## config.mk

```make
export PLATFORM = sky130hd
export DESIGN_NAME = sweep_mode_control
export DESIGN_NICKNAME = d
export VERILOG_FILES = /design/src/verilog/sweep_mode_pkg.sv /design/src/verilog/sweep_mode_control.sv
export SDC_FILE = /design/constraint.sdc
export NUM_CORES = 1
export LEC_CHECK = 0
export BUFFER_PORTS_ARGS = -buffer_cell sky130_fd_sc_hd__buf_2
export CAP_MARGIN = 20
export CORE_MARGIN = 2
export CORE_UTILIZATION = 57
export CTS_CLUSTER_DIAMETER = 40
export DETAILED_ROUTE_END_ITERATION = 8
export PLACE_DENSITY = 0.87
export SYNTH_ARGS = -nofsm -noshare
export SYNTH_HDL_FRONTEND = slang
export SYNTH_SLANG_ARGS = --single-unit
```

## constraint.sdc

```tcl
create_clock -name core_clk -period 7.9 [get_ports core_clk]
set_input_delay 1.58 -clock core_clk [delete_from_list [all_inputs] [get_ports core_clk]]
set_output_delay 1.58 -clock core_clk [all_outputs]
set_load 0.03 [all_outputs]
```

## src/verilog/sweep_mode_pkg.sv

```systemverilog
package sweep_mode_pkg;

   // Serial word: four address bits over twelve data bits
   typedef struct packed {
      logic [3:0]  addr;
      logic [11:0] data;
   } serial_word_t;

   // Mode control word, bit 11 down to bit 0
   typedef struct packed {
      logic       pair_load;
      logic       dac_enable;
      logic       wave_shape_select;
      logic       square_out_enable;
      logic       continuous_or_gated;
      logic       gate_source_select;
      logic       step_source_select;
      logic       sweep_profile;
      logic       marker_select;
      logic       marker_out_enable;
      logic [1:0] fixed_ones;
   } mode_control_word_t;

   // Sweep parameters held by the neighbouring register block
   typedef struct packed {
      logic [11:0] step_count;
      logic        interval_in_cycles;
      logic [10:0] step_interval;
      logic        gate_in_cycles;
      logic [10:0] gate_interval;
   } sweep_params_t;

   localparam logic [3:0]  MODE_WORD_ADDR  = 4'h0;
   localparam logic [11:0] MODE_WORD_RESET = 12'h0003;

   localparam int unsigned MCLK_PERIOD_NS   = 40;
   localparam int unsigned MARKER_PULSE_NS  = 160;
   localparam logic [2:0]  MARKER_PULSE_CYC =
      3'((MARKER_PULSE_NS + MCLK_PERIOD_NS - 1) / MCLK_PERIOD_NS);

endpackage

```

## src/verilog/sweep_mode_control.sv

```systemverilog
`timescale 1ns/1ns

// Behaviour
// - Shape bit one selects sine lookup output
// - Shape bit zero feeds phase as triangle
// - Square enable drives or floats square pin
// - Continuous mode holds each frequency whole window
// - Gated mode outputs only for gate interval
// - Rest of gated window sits at midscale
// - External gate follows trigger pin pulse widths
// - Gate source ignored unless stepping is external
// - Gate source one gates from trigger pin
// - Gate source zero times gate internally
// - Step source one steps on pin triggers
// - Step source zero steps on internal timer
// - Profile one gives sawtooth restart sweep
// - Profile zero gives up then down sweep
// - Marker select chooses end or step marker
// - End marker high until next sweep starts
// - Step marker pulses four clocks per step
// - Marker enable one drives marker pin
// - Marker enable zero floats marker pin
// - Address zero words load the mode word
// - Mode word write resets sweep, midscale output
// - Converter enable zero powers converter down
module sweep_mode_control #(
   parameter int PHASE_W = 12,
   parameter int DAC_W   = 10
) (
   input  wire logic                              core_clk,
   input  wire logic                              reset,
   input  wire logic                              clk_en,
   input  wire logic                              word_valid,
   input  wire sweep_mode_pkg::serial_word_t      word_in,
   input  wire sweep_mode_pkg::sweep_params_t     params,
   input  wire logic                              trigger_pin,
   input  wire logic                              out_cycle_tick,
   input  wire logic [PHASE_W-1:0]                phase_word,
   input  wire logic [DAC_W-1:0]                  sine_value,
   output      sweep_mode_pkg::mode_control_word_t mode_word,
   output      logic                              sine_lookup_en,
   output      logic [DAC_W-1:0]                  dac_code,
   output      logic                              dac_power_en,
   output      logic                              step_pulse,
   output      logic [11:0]                       step_index,
   output      logic                              step_down,
   output      logic                              sweep_done,
   output      logic                              square_out_pin_o,
   output      logic                              square_out_pin_oe,
   output      logic                              marker_pin_o,
   output      logic                              marker_pin_oe
);
   import sweep_mode_pkg::*;

   localparam logic [DAC_W-1:0] MIDSCALE = DAC_W'(1) << (DAC_W - 1);

   typedef enum logic {ST_IDLE, ST_RUN} sweep_state_t;

   function automatic logic [DAC_W-1:0] tri_of(
      input logic [PHASE_W-1:0] ph);
      logic [DAC_W-1:0] mag;
      mag = ph[PHASE_W-2 -: DAC_W];
      tri_of = ph[PHASE_W-1] ? ~mag : mag;
   endfunction

   ////////////////////////////////////////////////////////////////////
   // Trigger pin synchroniser
   logic trig_s1_q;
   logic trig_s2_q;
   logic trig_s3_q;
   logic trig_level_q;
   logic trig_level_d;
   logic trig_rise;

   always_comb begin
      trig_level_d = (trig_s2_q == trig_s3_q) ? trig_s3_q : trig_level_q;
      trig_rise    = trig_level_d & ~trig_level_q;
   end

   always_ff @(posedge core_clk) begin
      if (reset) begin
         trig_s1_q    <= 1'b0;
         trig_s2_q    <= 1'b0;
         trig_s3_q    <= 1'b0;
         trig_level_q <= 1'b0;
      end else if (clk_en) begin
         trig_s1_q    <= trigger_pin;
         trig_s2_q    <= trig_s1_q;
         trig_s3_q    <= trig_s2_q;
         trig_level_q <= trig_level_d;
      end
   end

   ////////////////////////////////////////////////////////////////////
   // Mode control word
   // Serial shifter hands over only whole words, so no half update
   mode_control_word_t ctrl_q;
   mode_control_word_t ctrl_d;
   logic               ctrl_wr;

   always_comb begin
      ctrl_wr = word_valid && (word_in.addr == MODE_WORD_ADDR);
      ctrl_d  = ctrl_q;
      if (ctrl_wr) begin
         ctrl_d = mode_control_word_t'(word_in.data);
      end
   end

   always_ff @(posedge core_clk) begin
      if (reset) begin
         ctrl_q <= mode_control_word_t'(MODE_WORD_RESET);
      end else if (clk_en) begin
         ctrl_q <= ctrl_d;
      end
   end

   ////////////////////////////////////////////////////////////////////
   // Step and gate sequencing
   sweep_state_t st_q;
   sweep_state_t st_d;
   logic [10:0]  timer_q;
   logic [10:0]  timer_d;
   logic [11:0]  idx_q;
   logic [11:0]  idx_d;
   logic         down_q;
   logic         down_d;
   logic         eos_q;
   logic         eos_d;
   logic         run;
   logic         tick;
   logic         ext_gate;
   logic         gate_open;
   logic         step_evt;
   logic         int_expire;

   always_comb begin
      run  = (st_q == ST_RUN);
      tick = params.interval_in_cycles ? out_cycle_tick : 1'b1;
      int_expire = tick &&
         ({1'b0, timer_q} + 12'h0001 >= {1'b0, params.step_interval});
      // Pin gating only counts while stepping is external too
      ext_gate = !ctrl_q.continuous_or_gated &&
                 ctrl_q.step_source_select &&
                 ctrl_q.gate_source_select;
      if (ctrl_q.continuous_or_gated) begin
         gate_open = 1'b1;
      end else if (ext_gate) begin
         gate_open = trig_level_q;
      end else begin
         gate_open = timer_q < params.gate_interval;
      end
      if (ctrl_q.step_source_select) begin
         step_evt = run && trig_rise;
      end else begin
         step_evt = run && int_expire;
      end

      st_d    = st_q;
      timer_d = timer_q;
      idx_d   = idx_q;
      down_d  = down_q;
      eos_d   = eos_q;
      if (ctrl_wr) begin
         st_d    = ST_IDLE;
         timer_d = 11'h000;
         idx_d   = 12'h000;
         down_d  = 1'b0;
         eos_d   = 1'b0;
      end else begin
         case (st_q)
            ST_IDLE: begin
               if (trig_rise) begin
                  st_d = ST_RUN;
               end
            end
            ST_RUN: begin
               if (step_evt) begin
                  timer_d = 11'h000;
                  if (eos_q) begin
                     eos_d  = 1'b0;
                     down_d = 1'b0;
                     idx_d  = ctrl_q.sweep_profile ? 12'h000 : 12'h001;
                  end else if (!down_q) begin
                     if (idx_q >= params.step_count) begin
                        if (ctrl_q.sweep_profile) begin
                           eos_d = 1'b1;
                        end else begin
                           down_d = 1'b1;
                           idx_d  = idx_q - 12'h001;
                        end
                     end else begin
                        idx_d = idx_q + 12'h001;
                     end
                  end else begin
                     idx_d = idx_q - 12'h001;
                     if (idx_q <= 12'h001) begin
                        idx_d = 12'h000;
                        eos_d = 1'b1;
                     end
                  end
               end else if (tick && timer_q != 11'h7ff) begin
                  timer_d = timer_q + 11'h001;
               end
            end
            default: begin
               st_d = ST_IDLE;
            end
         endcase
      end
   end

   always_ff @(posedge core_clk) begin
      if (reset) begin
         st_q    <= ST_IDLE;
         timer_q <= 11'h000;
         idx_q   <= 12'h000;
         down_q  <= 1'b0;
         eos_q   <= 1'b0;
      end else if (clk_en) begin
         st_q    <= st_d;
         timer_q <= timer_d;
         idx_q   <= idx_d;
         down_q  <= down_d;
         eos_q   <= eos_d;
      end
   end

   ////////////////////////////////////////////////////////////////////
   // Converter code, square and marker pins
   logic [DAC_W-1:0] dac_q;
   logic [DAC_W-1:0] dac_d;
   logic             sq_q;
   logic             sq_d;
   logic [2:0]       mcnt_q;
   logic [2:0]       mcnt_d;
   logic             marker_q;
   logic             marker_d;
   logic             step_q;

   always_comb begin
      if (ctrl_wr || !run || !gate_open) begin
         dac_d = MIDSCALE;
      end else if (ctrl_q.wave_shape_select) begin
         dac_d = sine_value;
      end else begin
         dac_d = tri_of(phase_word);
      end
      sq_d = phase_word[PHASE_W-1];
      if (ctrl_wr) begin
         mcnt_d = 3'h0;
      end else if (step_evt) begin
         mcnt_d = MARKER_PULSE_CYC;
      end else if (mcnt_q != 3'h0) begin
         mcnt_d = mcnt_q - 3'h1;
      end else begin
         mcnt_d = 3'h0;
      end
      // Select only matters while the pin is driven
      marker_d = ctrl_d.marker_select ? eos_d : (mcnt_d != 3'h0);
   end

   always_ff @(posedge core_clk) begin
      if (reset) begin
         dac_q    <= MIDSCALE;
         sq_q     <= 1'b0;
         mcnt_q   <= 3'h0;
         marker_q <= 1'b0;
         step_q   <= 1'b0;
      end else if (clk_en) begin
         dac_q    <= dac_d;
         sq_q     <= sq_d;
         mcnt_q   <= mcnt_d;
         marker_q <= marker_d;
         step_q   <= step_evt;
      end
   end

   // Reserved ones from the host are stored but steer nothing
   assign mode_word         = ctrl_q;
   assign sine_lookup_en    = ctrl_q.wave_shape_select;
   assign dac_code          = dac_q;
   assign dac_power_en      = ctrl_q.dac_enable;
   assign step_pulse        = step_q;
   assign step_index        = idx_q;
   assign step_down         = down_q;
   assign sweep_done        = eos_q;
   assign square_out_pin_o  = sq_q;
   assign square_out_pin_oe = ctrl_q.square_out_enable;
   assign marker_pin_o      = marker_q;
   assign marker_pin_oe     = ctrl_q.marker_out_enable;
endmodule // sweep_mode_control

```

Word-level counts from Yosys, hierarchy flattened. Cells that the tools add are included.

$add $sub $neg: 5. Multiply operators: 0. Divide/modulo/power cells: 0. $lt $le $gt $ge: 4. Equality and inequality tests: 3. Shifts and indexed selects: 0. Mux-type cells: 44. Bitwise gates (word level): 3. Reduce and logical (&&, ||, !) cells: 22.

Operators with widths (count): $mux W12 (8); $mux W11 (4); $mux W10 (3); $mux W1 (25); $add A11 B1 Y12 const B (1); $add A12 B1 Y12 const B (1); $ge A12 B11 Y1 (1); $ge A12 B12 Y1 (1); $le A12 B1 Y1 const B (1); $sub A12 B1 Y12 const B (1); $add A11 B1 Y11 const B (1); $lt A11 B11 Y1 (1); $ne A11 B11 Y1 const B (1); $not A10 Y10 (1); $mux W3 (3); $reduce_bool A3 Y1 (3); $logic_and A1 B1 Y1 (7); $reduce_and A3 Y1 (2); $ne A5 B5 Y1 const B (1); $logic_not A4 Y1 (1); $mux W4 (1); $reduce_and A4 Y1 (1); $reduce_bool A2 Y1 (2); $logic_not A1 Y1 (3); other kinds (6) (7).

Register bits: 58. Latch bits: 0. Bits in writable memories: 0. Memory bits (read-only): 0. Input port bits: 80. Output and inout bits: 43. Logic and storage cells: 106. Memories kept: 0.

Logic depth before layout (Yosys ltp).
Depth in word-level cells: 9. Mapped depth: 14. Gate-level depth less buffers: 13.

Least setup slack after synthesis. No wires, ideal clock.

Path type: input port to flip-flop. From: in params[24] (netlist name). To: reg idx_q[10], in the netlist step_index[10]. Library setup time: 0.122 ns. Arrival time: 3.707 ns. Required time: 7.778 ns. Slack: 4.071 ns. Stages on the path: 9. Buffers on the path: 1. Cells stage by stage: ha_1 -> nand2b_1 -> a2111oi_1 -> o31ai_1 -> o21ai_0 -> o221ai_2 -> nor2b_4 -> buf_6 -> a221o_1.

Cells in the longest elaborated chain, start to end: 7. Elaborated cells on any way between the ends: 9. Classes of those cells: order compare: 1; eq/ne: 1; mux: 6; reduce/logical: 1.

RTL lines: start: declaration (line sweep_mode_control.sv:35) `input wire sweep_mode_pkg::sweep_params_t params,`; $ge A12 B12 Y1 * (line sweep_mode_control.sv:184) `if (idx_q >= params.step_count) begin`; $mux W12 (line sweep_mode_control.sv:184); $mux W12 (line sweep_mode_control.sv:183) `end else if (!down_q) begin`; $mux W12 (line sweep_mode_control.sv:179) `if (eos_q) begin`; $mux W12 (line sweep_mode_control.sv:177) `if (step_evt) begin`; $mux W12 (line sweep_mode_control.sv:170) `case (st_q)`; $mux W12 (line sweep_mode_control.sv:163) `if (ctrl_wr) begin`; end signal: assignment (line sweep_mode_control.sv:222) `idx_q <= idx_d;`; end: declaration (line sweep_mode_control.sv:123) `logic [11:0] idx_q;`.

Every way passes the cells marked *; elsewhere a longest branch is shown, timed or not. The select of a mux whose other input is x is not followed. A chain may end at the register's enable or synchronous reset.

Worst setup path in the final report.
From: in params[24] (netlist name). To: reg idx_q[6], in the netlist step_index[6].

Same word-level chain as after synthesis.

==> impl_metrics.py <==
metrics = {
    "critical_path": {
        "cp_max_fo": 6,
        "required_ns": 8.12,
        "r2r_slack_ns": 4.02,
        "r2r_end": "step_index[11]$_SDFFE_PP0P_",
        "r2r_start": "timer_q[0]$_SDFFE_PP0P_",
        "reg2reg_depth": 11,
        "critical_path_class": "in -> reg",
        "cp-endpoint": "step_index[6]$_SDFFE_PP0P_",
        "startpoint": "params[24]",
        "crit_path_end_kind": "register",
        "arrival_ns": 4.48,
        "critPathLaunchType": "input port",
    },
    "timing": {
        "rsz0062_at_grt": "false",
        "finalSetupTns_ns": 0,
        "max_clock_freq_mhz": 235,
        "setup_viol": 0,
        "min_period_ns": 4.26,
        "slew_headroom_pct": 35.7,
        "finalCritPeriodShare_pct": 53.9,
        "fin_skew_ns": 0.00680,
        "finalHoldViolCount": 0,
        "worst_pin_slew_ns": 0.956,
        "report.final.slew_viol_count": 0,
    },
    "yosys": {
        "netlist_top_cells_area": "dfxtp_1 28%, ha_1 12%, nand2_1 7.8%",
        "syn_nets": 661,
        "synthTopCellsByCount": "87 x nand2_1, 58 x dfxtp_1, 42 x inv_1",
        "synth_top_area_cell": "dfxtp_1",
        "synth_area_mm2": 0.00419,
        "ys_seq_area_share_pct": 27.7,
        "yosysUniqueCellTypes": 64,
        "avgSynthCellArea_um2": 7.72,
        "postSynth.asyncResetShare_pct": 0,
        "yosysWarningCount": 0,
        "synth.top_cell.area_share_pct": 27.7,
        "synthCells": 542,
        "synth_most_common_cell": "nand2_1",
        "synthFlopType": "dfxtp_1",
        "synth_edf_count": 0,
        "ys_seq_elements": 58,
    },
    "detailed_routing": {
        "drt_first_pass_iters": 5,
        "antenna_left": 0,
        "drc": 0,
        "drtIter0Drc": 319,
        "num_vias": 4435,
        "wl_per_cell_um": 14.7,
        "via_per_inst": 5.89,
        "drt-total-wl_mm": 11.1,
    },
    "clock_network": {
        "clk_pin_slew_ns": 0.07,
        "tritoncts": "done",
        "clkSinkCount": 58,
        "cts-root-buf": "clkbuf_8",
        "htree_levels": 3,
        "clock_latency_ns": 0.34,
        "cts_setup_buffers": 0,
        "cts-resized-gates": 0,
        "cts_hold_buf": 0,
        "clk_path_buf_depth": 2,
        "cts_buffers": 9,
    },
    "status": {
        "run_status": "completed",
    },
    "final_layout": {
        "drive_above_1_share_pct": 22.6,
        "final-instance-count-excl-fill": 753,
        "nets": 769,
        "area_delta_synth_final_pct": 20.1,
        "diodes": 0,
        "n_fill_cell": 584,
    },
    "die": {
        "die_height_um": 89.7,
        "fp.dieW_um": 89.7,
        "row_count": 31,
        "coreArea_mm2": 0.00718,
        "design.die.area_mm2": 0.00805,
        "initial_core_util_pct": 58.3,
        "ios": 123,
    },
    "pwr": {
        "p_int_mw": 0.507,
        "p_sw_mw": 0.159,
        "p_comb_share_pct": 9.3,
        "power_density_mw_per_mm2": 132,
        "power_leakage_nw": 2.30,
        "ir_worst_vdd_v": 0.000121,
        "finalPower_mw": 0.665,
        "clockPowerShare_pct": 46.3,
        "switching_share_pct": 23.8,
        "seq_power_share_pct": 44.4,
    },
    "global_route": {
        "grt_pass1_vias": 4249,
        "grt_use_total_pct": 28.1,
        "grt_pass1_wl_mm": 18.9,
        "grt_max_degree": 33,
        "antenna_found_initial": 0,
        "grt_overflow": 0,
    },
    "job": {
        "max_cap_viol_count": 0,
    },
    "placement": {
        "port_buffers": 120,
        "place.gp.congestion": 0.910,
        "placed_cells": 736,
        "dp.final_hpwl_mm": 8.18,
    },
    "worst_hold_path": {
        "hold_depth": 2,
        "hold_path.class": "reg -> reg",
    },
}
-- worst min-delay path by stage --
stage | slack [ns] | start | to
floorplan | 0.44 | trig_s3_q$_SDFFE_PP0P_ | trig_level_q$_SDFFE_PP0P_
global placement | 0.43 | dac_code[8]$_SDFFE_PP0P_ | dac_code[8]$_SDFFE_PP0P_
detailed placement | 0.44 | dac_code[3]$_SDFFE_PP0P_ | dac_code[3]$_SDFFE_PP0P_
CTS | 0.46 | dac_code[3]$_SDFFE_PP0P_ | dac_code[3]$_SDFFE_PP0P_
global route | 0.48 | dac_code[6]$_SDFFE_PP0P_ | dac_code[6]$_SDFFE_PP0P_
finish | 0.45 | dac_code[3]$_SDFFE_PP0P_ | dac_code[3]$_SDFFE_PP0P_
-- layout make-up --
class	count	area [µm²]	share of cell area [%]
clock inverter	5	78.8	1.57
multi-input combinational	415	2740	54.5
tap	99	124	2.46
inverter	43	161	3.21
sequential	58	1160	23.1
timing repair buffer	123	623	12.4
clock buffer	10	138	2.74
-- sequential cells by signal (all words and copies together), names as in the netlist --
register           flops
trig_s2_q              1
trig_level_q           1
mcnt_q                 3
timer_q               11
sine_lookup_en         1
dac_code              10
step_pulse             1
marker_pin_oe          1
marker_pin_o           1
square_out_pin_o       1
mode_word              8
trig_s3_q              1
step_down              1
square_out_pin_oe      1
trig_s1_q              1
step_index            12
sweep_done             1
run                    1
dac_power_en           1
-- logic make-up after synthesis --
family                   share of synthesized area [%]
AO/OA/AOI/OAI                                     23.2
adder cells (fa/ha/maj)                           11.7
XOR/XNOR                                          4.60
buffers and inverters                             6.81
multiplexers                                      2.18
AND/OR/NAND/NOR                                   23.8
flip-flops                                        27.7
-- worst max-delay path: stages --
cell and delay [ns]:
buf_2 0.10, ha_1 0.27, nand2b_1 0.14, a2111oi_1 0.58
o31ai_1 0.20, nor3_1 0.64, buf_4 0.28, mux2_2 0.35
a221oi_1 0.26, o2bb2ai_1 0.09
-- power by group through the flow --
stage          registers [mW]  logic (mW)  clock network [mW]
6_report                0.295      0.0618               0.308
5_1_grt                 0.295      0.0698               0.324
4_1_cts                 0.295      0.0615               0.311
3_5_place_dp            0.302      0.0611                   0
3_3_place_gp            0.302      0.0586                   0
2_1_floorplan           0.304      0.0326                   0
-- layer usage --
layer  routed length [µm]  up-vias  track usage [%]
met1                 4620     1991             34.5
li1                     -     2180                -
met5                    0        -                0
met3                 1010       28             5.28
met2                 5180      236             48.0
met4                  245        0             12.7
-- cell usage in the layout (no fill, tap or decap), types with 16 or more instances in the layout --
master   netlist  final
nor2_1        29     29
buf_2          3    120
inv_1         42     42
a21oi_1       29     29
ha_1          39     39
o21ai_0       37     37
dfxtp_1       58     58
nor3_1        18     18
xnor2_1       16     16
nand2_1       87     87
-- metrics by stage --
| stage | hold WS, ns | worst slack (ns) | util [%] | area [µm²] |
|---|---|---|---|---|
| after floorplan | 0.444 | 4.07 | - | 4190 |
| after global placement | 0.429 | 3.40 | 66.8 | 4790 |
| after detailed placement | 0.440 | 3.35 | 66.8 | 4790 |
| after CTS | 0.457 | 3.71 | 69.8 | 5010 |
| after global routing | 0.483 | 3.48 | 70.0 | 5030 |
| final | 0.453 | 3.64 | 70.0 | 5030 |
Note: power is estimated with default switching activity, not from simulation.
